**config.mk**
```make
export PLATFORM = sky130hd
export DESIGN_NAME = ccm_ctrl
export DESIGN_NICKNAME = d
export VERILOG_FILES = /design/src/ccm_pkg.sv /design/src/ccm_ctrl.sv
export SDC_FILE = /design/constraint.sdc
export NUM_CORES = 1
export LEC_CHECK = 0
export BUFFER_PORTS_ARGS = -buffer_cell sky130_fd_sc_hd__buf_2
export CORE_ASPECT_RATIO = 0.6
export CORE_MARGIN = 8
export CORE_UTILIZATION = 59
export DETAILED_ROUTE_END_ITERATION = 16
export PLACE_DENSITY_LB_ADDON = 0.05
export SLEW_MARGIN = 20
export SYNTH_ARGS = -nofsm -noshare
export SYNTH_HDL_FRONTEND = slang
export SYNTH_SLANG_ARGS = --single-unit
```
**constraint.sdc**
```tcl
create_clock -name core_clk -period 3 [get_ports core_clk]
set_clock_uncertainty 0.05 [all_clocks]
set_input_delay 0.6 -clock core_clk [delete_from_list [all_inputs] [get_ports core_clk]]
set_output_delay 0.6 -clock core_clk [all_outputs]
set_load 0.02 [all_outputs]
```
**src/ccm_pkg.sv**
```systemverilog
// Package for the cache maintenance and monitor control block.
package ccm_pkg;

  localparam int unsigned AW = 32;
  localparam int unsigned DW = 32;

  // Register byte addresses.
  localparam logic [31:0] OFF_TYPE      = 32'h4007c000;
  localparam logic [31:0] OFF_GATING    = 32'h4007c004;
  localparam logic [31:0] OFF_CONTROL   = 32'h4007c008;
  localparam logic [31:0] OFF_STATE     = 32'h4007c00c;
  localparam logic [31:0] OFF_FLUSH     = 32'h4007c020;
  localparam logic [31:0] OFF_LINEINV   = 32'h4007c024;
  localparam logic [31:0] OFF_MONSEL    = 32'h4007c028;
  localparam logic [31:0] OFF_MONGATE   = 32'h4007c02c;
  localparam logic [31:0] OFF_MONCMD    = 32'h4007c030;
  localparam logic [31:0] OFF_MONCOUNT  = 32'h4007c034;

  // Field positions.
  localparam int unsigned POS_CAPACITY  = 0;
  localparam int unsigned POS_LINELEN   = 4;
  localparam int unsigned POS_GATINGOFF = 0;
  localparam int unsigned POS_CACHEON   = 0;
  localparam int unsigned POS_FLUSHALL  = 0;
  localparam int unsigned POS_INDEX     = 4;
  localparam int unsigned POS_WAY       = 30;
  localparam int unsigned POS_MODE      = 0;
  localparam int unsigned POS_MONON     = 0;
  localparam int unsigned POS_CLEAR     = 0;

  // Structure of the cache: fixed at 2 KB, 16-byte lines, 4 ways.
  localparam logic [1:0]  CAPACITY_CODE = 2'h1;
  localparam logic [1:0]  LINELEN_CODE  = 2'h2;
  localparam int unsigned NUM_WAYS      = 4;
  localparam int unsigned IDX_W         = 5;
  localparam int unsigned NUM_SETS      = 32;

  // Reset values.
  localparam logic        RST_GATINGOFF = 1'b0;
  localparam logic        RST_CACHEON   = 1'b0;
  localparam logic [1:0]  RST_MODE      = 2'h0;
  localparam logic        RST_MONON     = 1'b0;
  localparam logic [31:0] RST_COUNT     = 32'h00000000;

  typedef enum logic [1:0] {
    CCM_MODE_CYCLE = 2'b00,
    CCM_MODE_IHIT  = 2'b01,
    CCM_MODE_DHIT  = 2'b10
  } ccm_mode_t;

  typedef enum logic [1:0] {
    CCM_ST_IDLE  = 2'b00,
    CCM_ST_FLUSH = 2'b01
  } ccm_state_t;

  // Register port request.
  typedef struct packed {
    logic [AW-1:0] addr;
    logic [DW-1:0] wdata;
    logic          wr;
    logic          rd;
  } ccm_req_t;

  // Lookup from the cache datapath.
  typedef struct packed {
    logic             valid;
    logic             isData;
    logic [IDX_W-1:0] index;
    logic [1:0]       way;
    logic             tagMatch;
  } ccm_lookup_t;

endpackage

```
**src/ccm_ctrl.sv**
```systemverilog
// Register control, line validity and hit monitor of the embedded cache controller.
// Function
// - The type register reports capacity with a 2-bit code, 0..3 meaning 1, 2, 4, 8 KB.
// - The type register reports line length with a 2-bit code, 0..3 meaning 4..32 bytes.
// - Cache clock is gated dynamically while gating_off is 0 and runs free while it is 1.
// - Writing the control register sets the cache on with 1 and off with 0.
// - The state register reads 1 while the cache is on and 0 while off.
// - Writing 1 to flush_all invalidates every entry; writing 0 does nothing.
// - A write to line_invalidate_cmd invalidates the line at the given index and way.
// - The index field width follows capacity: 5, 6 or 7 bits for 2, 4 or 8 KB.
// - The way field is a 2-bit code that picks way 0 to way 3.
// - The monitor counts cycles, instruction hits or data hits for mode 0, 1 or 2.
// - The monitor counts only while monitor_on is 1 and holds while it is 0.
// - Writing 1 to counter_clear resets the 32-bit tally; writing 0 does nothing.
//
// Chosen here: the address-and-strobe port.
`timescale 1ns/10ps
module ccm_ctrl
  import ccm_pkg::*;
(
  input  wire logic                core_clk,    // System clock, 100 MHz.
  input  wire logic                nrst,        // Asynchronous reset, active low.
  input  wire ccm_pkg::ccm_req_t   regReq,      // Register port request.
  output logic [ccm_pkg::DW-1:0]   regRdata,    // Read data, one cycle after the read.
  input  wire ccm_pkg::ccm_lookup_t lookup,     // Lookup from the datapath.
  input  wire logic                fillValid,   // Datapath fills a line.
  input  wire logic [ccm_pkg::IDX_W-1:0] fillIndex, // Index of the filled line.
  input  wire logic [1:0]          fillWay,     // Way of the filled line.
  output logic                     lookupHit,   // Registered hit answer for the lookup.
  output logic                     cacheOn,     // Cache controller enabled.
  output logic                     clkGateEn,   // High lets the cache clock gate dynamically.
  output logic                     busy         // Flush in progress; lookups miss.
);
  import ccm_pkg::*;

  logic [NUM_WAYS-1:0][NUM_SETS-1:0] lineValid_q;
  logic       gatingOff_q;
  logic       cacheOn_q;
  logic [1:0] mode_q;
  logic       monOn_q;
  logic [31:0] tally_q;
  logic [31:0] tally_d;
  ccm_state_t state_q;
  logic [IDX_W-1:0] flushIdx_q;
  logic [DW-1:0] rdata_q;
  logic       hit_q;
  logic       clkGate_q;
  logic       busy_q;

  logic wrGating, wrControl, wrFlush, wrLineInv, wrMonSel, wrMonGate, wrMonCmd;
  logic flushReq;
  logic [IDX_W-1:0] invIdx;
  logic [1:0]       invWay;
  logic             countEvent;
  logic             hitNow;

  function automatic logic isAddr(input logic [AW-1:0] a, input logic [31:0] off);
    isAddr = (a == off);
  endfunction

  assign wrGating  = regReq.wr && isAddr(regReq.addr, OFF_GATING);
  assign wrControl = regReq.wr && isAddr(regReq.addr, OFF_CONTROL);
  assign wrFlush   = regReq.wr && isAddr(regReq.addr, OFF_FLUSH);
  assign wrLineInv = regReq.wr && isAddr(regReq.addr, OFF_LINEINV);
  assign wrMonSel  = regReq.wr && isAddr(regReq.addr, OFF_MONSEL);
  assign wrMonGate = regReq.wr && isAddr(regReq.addr, OFF_MONGATE);
  assign wrMonCmd  = regReq.wr && isAddr(regReq.addr, OFF_MONCMD);

  assign flushReq = wrFlush && regReq.wdata[POS_FLUSHALL];
  // Bits of the index above the fixed 2 KB width are ignored.
  assign invIdx   = regReq.wdata[POS_INDEX +: IDX_W];
  assign invWay   = regReq.wdata[POS_WAY +: 2];

  // Configuration registers.
  always_ff @(posedge core_clk or negedge nrst) begin
    if (!nrst) begin
      gatingOff_q <= RST_GATINGOFF;
      cacheOn_q   <= RST_CACHEON;
      mode_q      <= RST_MODE;
      monOn_q     <= RST_MONON;
    end else begin
      if (wrGating) begin
        gatingOff_q <= regReq.wdata[POS_GATINGOFF];
      end
      if (wrControl) begin
        cacheOn_q <= regReq.wdata[POS_CACHEON];
      end
      if (wrMonSel) begin
        mode_q <= regReq.wdata[POS_MODE +: 2];
      end
      if (wrMonGate) begin
        monOn_q <= regReq.wdata[POS_MONON];
      end
    end
  end

  // Clock gate enable: gating is allowed only while the cache is idle and not disabled.
  always_ff @(posedge core_clk or negedge nrst) begin
    if (!nrst) begin
      clkGate_q <= 1'b0;
    end else begin
      clkGate_q <= !gatingOff_q && !lookup.valid && !fillValid && (state_q == CCM_ST_IDLE);
    end
  end

  // Flush walks one set per cycle; every way of that set is cleared at once.
  always_ff @(posedge core_clk or negedge nrst) begin
    if (!nrst) begin
      state_q    <= CCM_ST_IDLE;
      flushIdx_q <= '0;
    end else begin
      case (state_q)
        CCM_ST_IDLE: begin
          if (flushReq) begin
            state_q    <= CCM_ST_FLUSH;
            flushIdx_q <= '0;
          end
        end
        CCM_ST_FLUSH: begin
          flushIdx_q <= flushIdx_q + 1'b1;
          if (flushIdx_q == IDX_W'(NUM_SETS - 1)) begin
            state_q <= CCM_ST_IDLE;
          end
        end
        default: state_q <= CCM_ST_IDLE;
      endcase
    end
  end

  // Busy is kept in its own flop so the output carries no decode glitch; it tracks the walk exactly.
  always_ff @(posedge core_clk or negedge nrst) begin
    if (!nrst) begin
      busy_q <= 1'b0;
    end else if (state_q == CCM_ST_IDLE) begin
      busy_q <= flushReq;
    end else if (flushIdx_q == IDX_W'(NUM_SETS - 1)) begin
      busy_q <= 1'b0;
    end
  end

  // Valid bits. Invalidation wins over a fill of the same line in the same cycle.
  genvar gw;
  generate
    for (gw = 0; gw < NUM_WAYS; gw++) begin : gWay
      always_ff @(posedge core_clk or negedge nrst) begin
        if (!nrst) begin
          lineValid_q[gw] <= '0;
        end else if (flushReq) begin
          lineValid_q[gw] <= '0;
        end else begin
          if (fillValid && fillWay == 2'(gw) && state_q == CCM_ST_IDLE) begin
            lineValid_q[gw][fillIndex] <= 1'b1;
          end
          if (state_q == CCM_ST_FLUSH) begin
            lineValid_q[gw][flushIdx_q] <= 1'b0;
          end
          if (wrLineInv && invWay == 2'(gw)) begin
            lineValid_q[gw][invIdx] <= 1'b0;
          end
        end
      end
    end
  endgenerate

  // A lookup in the same cycle as an invalidate of its line is forced to miss.
  always_comb begin
    hitNow = lookup.valid && cacheOn_q && lookup.tagMatch && (state_q == CCM_ST_IDLE)
             && !flushReq && lineValid_q[lookup.way][lookup.index]
             && !(wrLineInv && invWay == lookup.way && invIdx == lookup.index);
  end

  always_ff @(posedge core_clk or negedge nrst) begin
    if (!nrst) begin
      hit_q <= 1'b0;
    end else begin
      hit_q <= hitNow;
    end
  end

  always_comb begin
    case (mode_q)
      CCM_MODE_CYCLE: countEvent = 1'b1;
      CCM_MODE_IHIT:  countEvent = hitNow && !lookup.isData;
      CCM_MODE_DHIT:  countEvent = hitNow && lookup.isData;
      default:        countEvent = 1'b0;
    endcase
  end

  // Clear wins over a same-cycle event so that software sees exactly zero.
  always_comb begin
    tally_d = tally_q;
    if (wrMonCmd && regReq.wdata[POS_CLEAR]) begin
      tally_d = RST_COUNT;
    end else if (monOn_q && countEvent) begin
      tally_d = tally_q + 32'h00000001;
    end
  end

  always_ff @(posedge core_clk or negedge nrst) begin
    if (!nrst) begin
      tally_q <= RST_COUNT;
    end else begin
      tally_q <= tally_d;
    end
  end

  // Read data; write-only and unmapped addresses read as zero.
  always_ff @(posedge core_clk or negedge nrst) begin
    if (!nrst) begin
      rdata_q <= '0;
    end else if (regReq.rd) begin
      rdata_q <= '0;
      if (isAddr(regReq.addr, OFF_TYPE)) begin
        rdata_q[POS_CAPACITY +: 2] <= CAPACITY_CODE;
        rdata_q[POS_LINELEN +: 2]  <= LINELEN_CODE;
      end else if (isAddr(regReq.addr, OFF_GATING)) begin
        rdata_q[POS_GATINGOFF] <= gatingOff_q;
      end else if (isAddr(regReq.addr, OFF_STATE)) begin
        rdata_q[POS_CACHEON] <= cacheOn_q;
      end else if (isAddr(regReq.addr, OFF_MONSEL)) begin
        rdata_q[POS_MODE +: 2] <= mode_q;
      end else if (isAddr(regReq.addr, OFF_MONGATE)) begin
        rdata_q[POS_MONON] <= monOn_q;
      end else if (isAddr(regReq.addr, OFF_MONCOUNT)) begin
        rdata_q <= tally_q;
      end
    end else begin
      rdata_q <= '0;
    end
  end

  assign regRdata  = rdata_q;
  assign lookupHit = hit_q;
  assign cacheOn   = cacheOn_q;
  assign clkGateEn = clkGate_q;
  assign busy      = busy_q;

endmodule

```
==> impl_metrics.py <==
metrics = {
    "detailed_routing": {
        "drt_iter0_drc": 1491,
        "drc_errors": 0,
        "wirelength_mm": 34.99,
        "vias": 10040,
        "drtAntennaViolNets": 0,
        "drt_first_pass_iters": 6,
        "wl_per_cell_um": 23.25,
        "vias_per_cell": 6.670,
    },
    "placed_design": {
        "pre_cts_ws_ps": -237.5,
        "dpl_cell_area_um2": 11870,
        "portBuffers": 98,
        "place_inst": 1475,
        "place_hpwl_mm": 23.98,
        "place_congestion": 0.9582,
    },
    "synthesis": {
        "synth_fp_nets": 1250,
        "yosys.cell_types.count": 57,
        "synth_flop_cell": "dfrtp_1",
        "synth_seq_cells": 206,
        "synth_area_um2": 10860,
        "ys_warn_count": 0,
        "synthArstFlopShare_pct": 100.0,
        "synth.yosys.seq_area_share_pct": 47.48,
        "synth-edff-count": 0,
        "postSynthAreaPerCell_um2": 9.401,
        "syn_inst": 1155,
    },
    "worst_setup_path": {
        "cp_max_fo": 42,
        "required_ps": 3340,
        "r2r_end": "tally_q[21]",
        "worst_setup_path_end_kind": "register",
        "start_kind": "primary input",
        "crit_end": "tally_q[5]",
        "crit_type": "primary input to register",
        "reg2reg_setup_slack_ps": 280,
        "r2r.worst_path.cells": 9,
        "cp.arrival_ps": 3160,
        "r2r-start": "tally_q[5]",
        "crit_start": "lookup[3]",
    },
    "timing": {
        "rsz0062_at_grt": "false",
        "final.min_clock_period_ps": 2820,
        "finalMaxSlewViolations": 0,
        "max-slew-margin-rel_pct": 50.92,
        "postLayoutSetupSlackWorst_ps": 180.0,
        "hold_viol": 0,
        "period_share_pct": 94.00,
        "tightest_slew_ps": 734.7,
        "fmax_ghz": 0.3546,
        "finalSetupViolations": 0,
    },
    "finish": {
        "design_area_um2": 12470,
        "mostFrequentLayoutCells": "dfrtp_1 (206), a21oi_1 (171), a211oi_1 (108)",
        "area_growth_pct": 14.89,
        "layout_commonest_cell": "dfrtp_1",
        "nets": 1352,
        "final_cell_count_no_fill": 1505,
        "antenna_cells": 0,
        "drive_gt1_share_pct": 17.00,
    },
    "cts": {
        "cts_tree": "built",
        "cts_sinks": 206,
        "htreeDepth": 1,
        "cts_root_buffer": "clkbuf_16",
        "numCtsBuffers": 20,
        "cts_buffer_depth": 3,
        "clock_latency_ps": 510,
        "clk_pin_slew_ps": 70,
        "cts.hold.buffers_added": 0,
    },
    "grt": {
        "grt_overflow": 0,
        "first_global_vias": 9674,
        "grt_pass1_wl_mm": 55.01,
        "grt_max_degree": 67,
        "track_usage_pct": 30.04,
        "antenna_found_initial": 2,
    },
    "run_status": {
        "status": "complete, no violations",
    },
    "floorplan": {
        "core-area_um2": 18070,
        "die_w_um": 191.1,
        "num_rows": 38,
        "die_area_um2": 23140,
        "die_h_um": 121.1,
        "initial_core_util_pct": 60.10,
        "io_pins": 122,
    },
    "pwr": {
        "p_per_area_nw_per_um2": 509.7,
        "p_leak_nw": 5.405,
        "ir_drop_v": 0.0003930,
    },
    "hold_path": {
        "hp-class": "primary input to async pin",
    },
    "flow_run": {
        "max-cap-violations": 0,
    },
}
==> timing repair <==
action                                  in CTS  in global routing
endpoints found under the setup margin       0                  4
setup buffers                                0                  0
gates resized for setup                      0                  1
==> metal layers <==
layer | part of all wire [%] | GRT usage (%) | routed length, um | up-vias
li1 | - | - | - | 4438
met1 | 44 | 45.16 | 15230 | 4788
met2 | 39 | 40.07 | 13780 | 709
met3 | 14 | 10.65 | 5027 | 99
met4 | 2.7 | 7.711 | 936 | 4
met5 | 0.054 | 0 | 19 | -
==> power breakdown <==
part,total (mW),switching [mW],internal (mW)
Combinational,0.805,0.466,0.339
Clock,2.42,1.06,1.36
Sequential,3.13,0.125,3.00
Total,6.36,1.65,4.71
==> sequential cells by signal, indices dropped and copies added (netlist names) <==
name	flops
busy	1
cacheOn	1
clkGateEn	1
flushIdx_q	5
gatingOff_q	1
lineValid_q	128
lookupHit	1
mode_q	2
monOn_q	1
regRdata	32
state_q	1
tally_q	32
==> critical path, stage by stage <==
cell and delay [ps]:
buf_2 150, buf_4 150, nor2b_1 280, buf_4 240, a22oi_1 100, nand3_1 130, nand4_1 120, o311ai_1 610
o21a_2 300, buf_12 190, nor4_1 70, o21ba_1 170
==> cell usage after synthesis, types with 7 or more instances <==
library cell	count	area share (%)
dfrtp_1	206	47
a21oi_1	171	7.9
a211oi_1	108	7.5
nor2_1	105	3.6
nand2_1	99	3.4
mux2i_1	56	5.2
clkbuf_1	55	1.9
o21ai_0	51	2.4
and2_1	38	2.2
nand3_1	34	1.6
or3_1	30	1.7
nand4_1	17	0.98
a22oi_1	16	1.1
xnor2_1	10	0.81
ha_1	9	1.0
inv_1	9	0.31
o31ai_1	9	0.62
or2_2	9	0.52
nand2b_1	8	0.46
and4_1	7	0.56
buf_2	7	0.32
mux4_2	7	1.5
nand3b_1	7	0.48
nor3_1	7	0.32
or4_1	7	0.48
==> per-stage QoR <==
| step | util, % | power, mW | TNS [ps] | hold slack, ps |
|---|---|---|---|---|
| 3_5_place_dp | 65.69 | 3.951 | -5657 | 450.1 |
| 2_1_floorplan | - | 3.625 | 0 | 254.4 |
| 4_1_cts | 69.02 | 6.342 | 0 | 38.38 |
| 5_1_grt | 69.04 | 6.561 | 0 | 42.71 |
| 6_report | 69.04 | 6.358 | 0 | 4.357 |
| 3_3_place_gp | 65.69 | 3.929 | -3570 | 427.3 |
==> worst min path at each step <==
stage                 from         endpoint  slack, ps  cells past startpoint
2_1_floorplan         nrst             busy        250                      0
3_3_place_gp   tally_q[31]     regRdata[31]        430                      1
3_5_place_dp   tally_q[26]     regRdata[26]        450                      1
4_1_cts               nrst  lineValid_q[57]         40                      1
5_1_grt               nrst  lineValid_q[24]         40                      1
6_report              nrst  lineValid_q[24]          4                      1
==> area by class of cell <==
class	instances	area [um2]
fill	1454	5593
inverter	9	33.78
multi-input combinational	862	5323
clock buffer	29	595.6
clock inverter	1	5.005
sequential	206	5155
timing repair buffer	158	1062
tap	240	300.3
==> cell families (layout without fill, tap and decap cells) <==
logic type	count (synthesis)	after routing	synth area share (%)
simple gates	405	405	18.91
compound gates	368	368	20.58
flops	206	206	47.48
buf+inv	87	197	3.757
mux	68	68	7.271
xor+xnor	12	12	0.9680
fa+ha+maj	9	9	1.037
No activity file was read; power rests on OpenSTA's default activity.
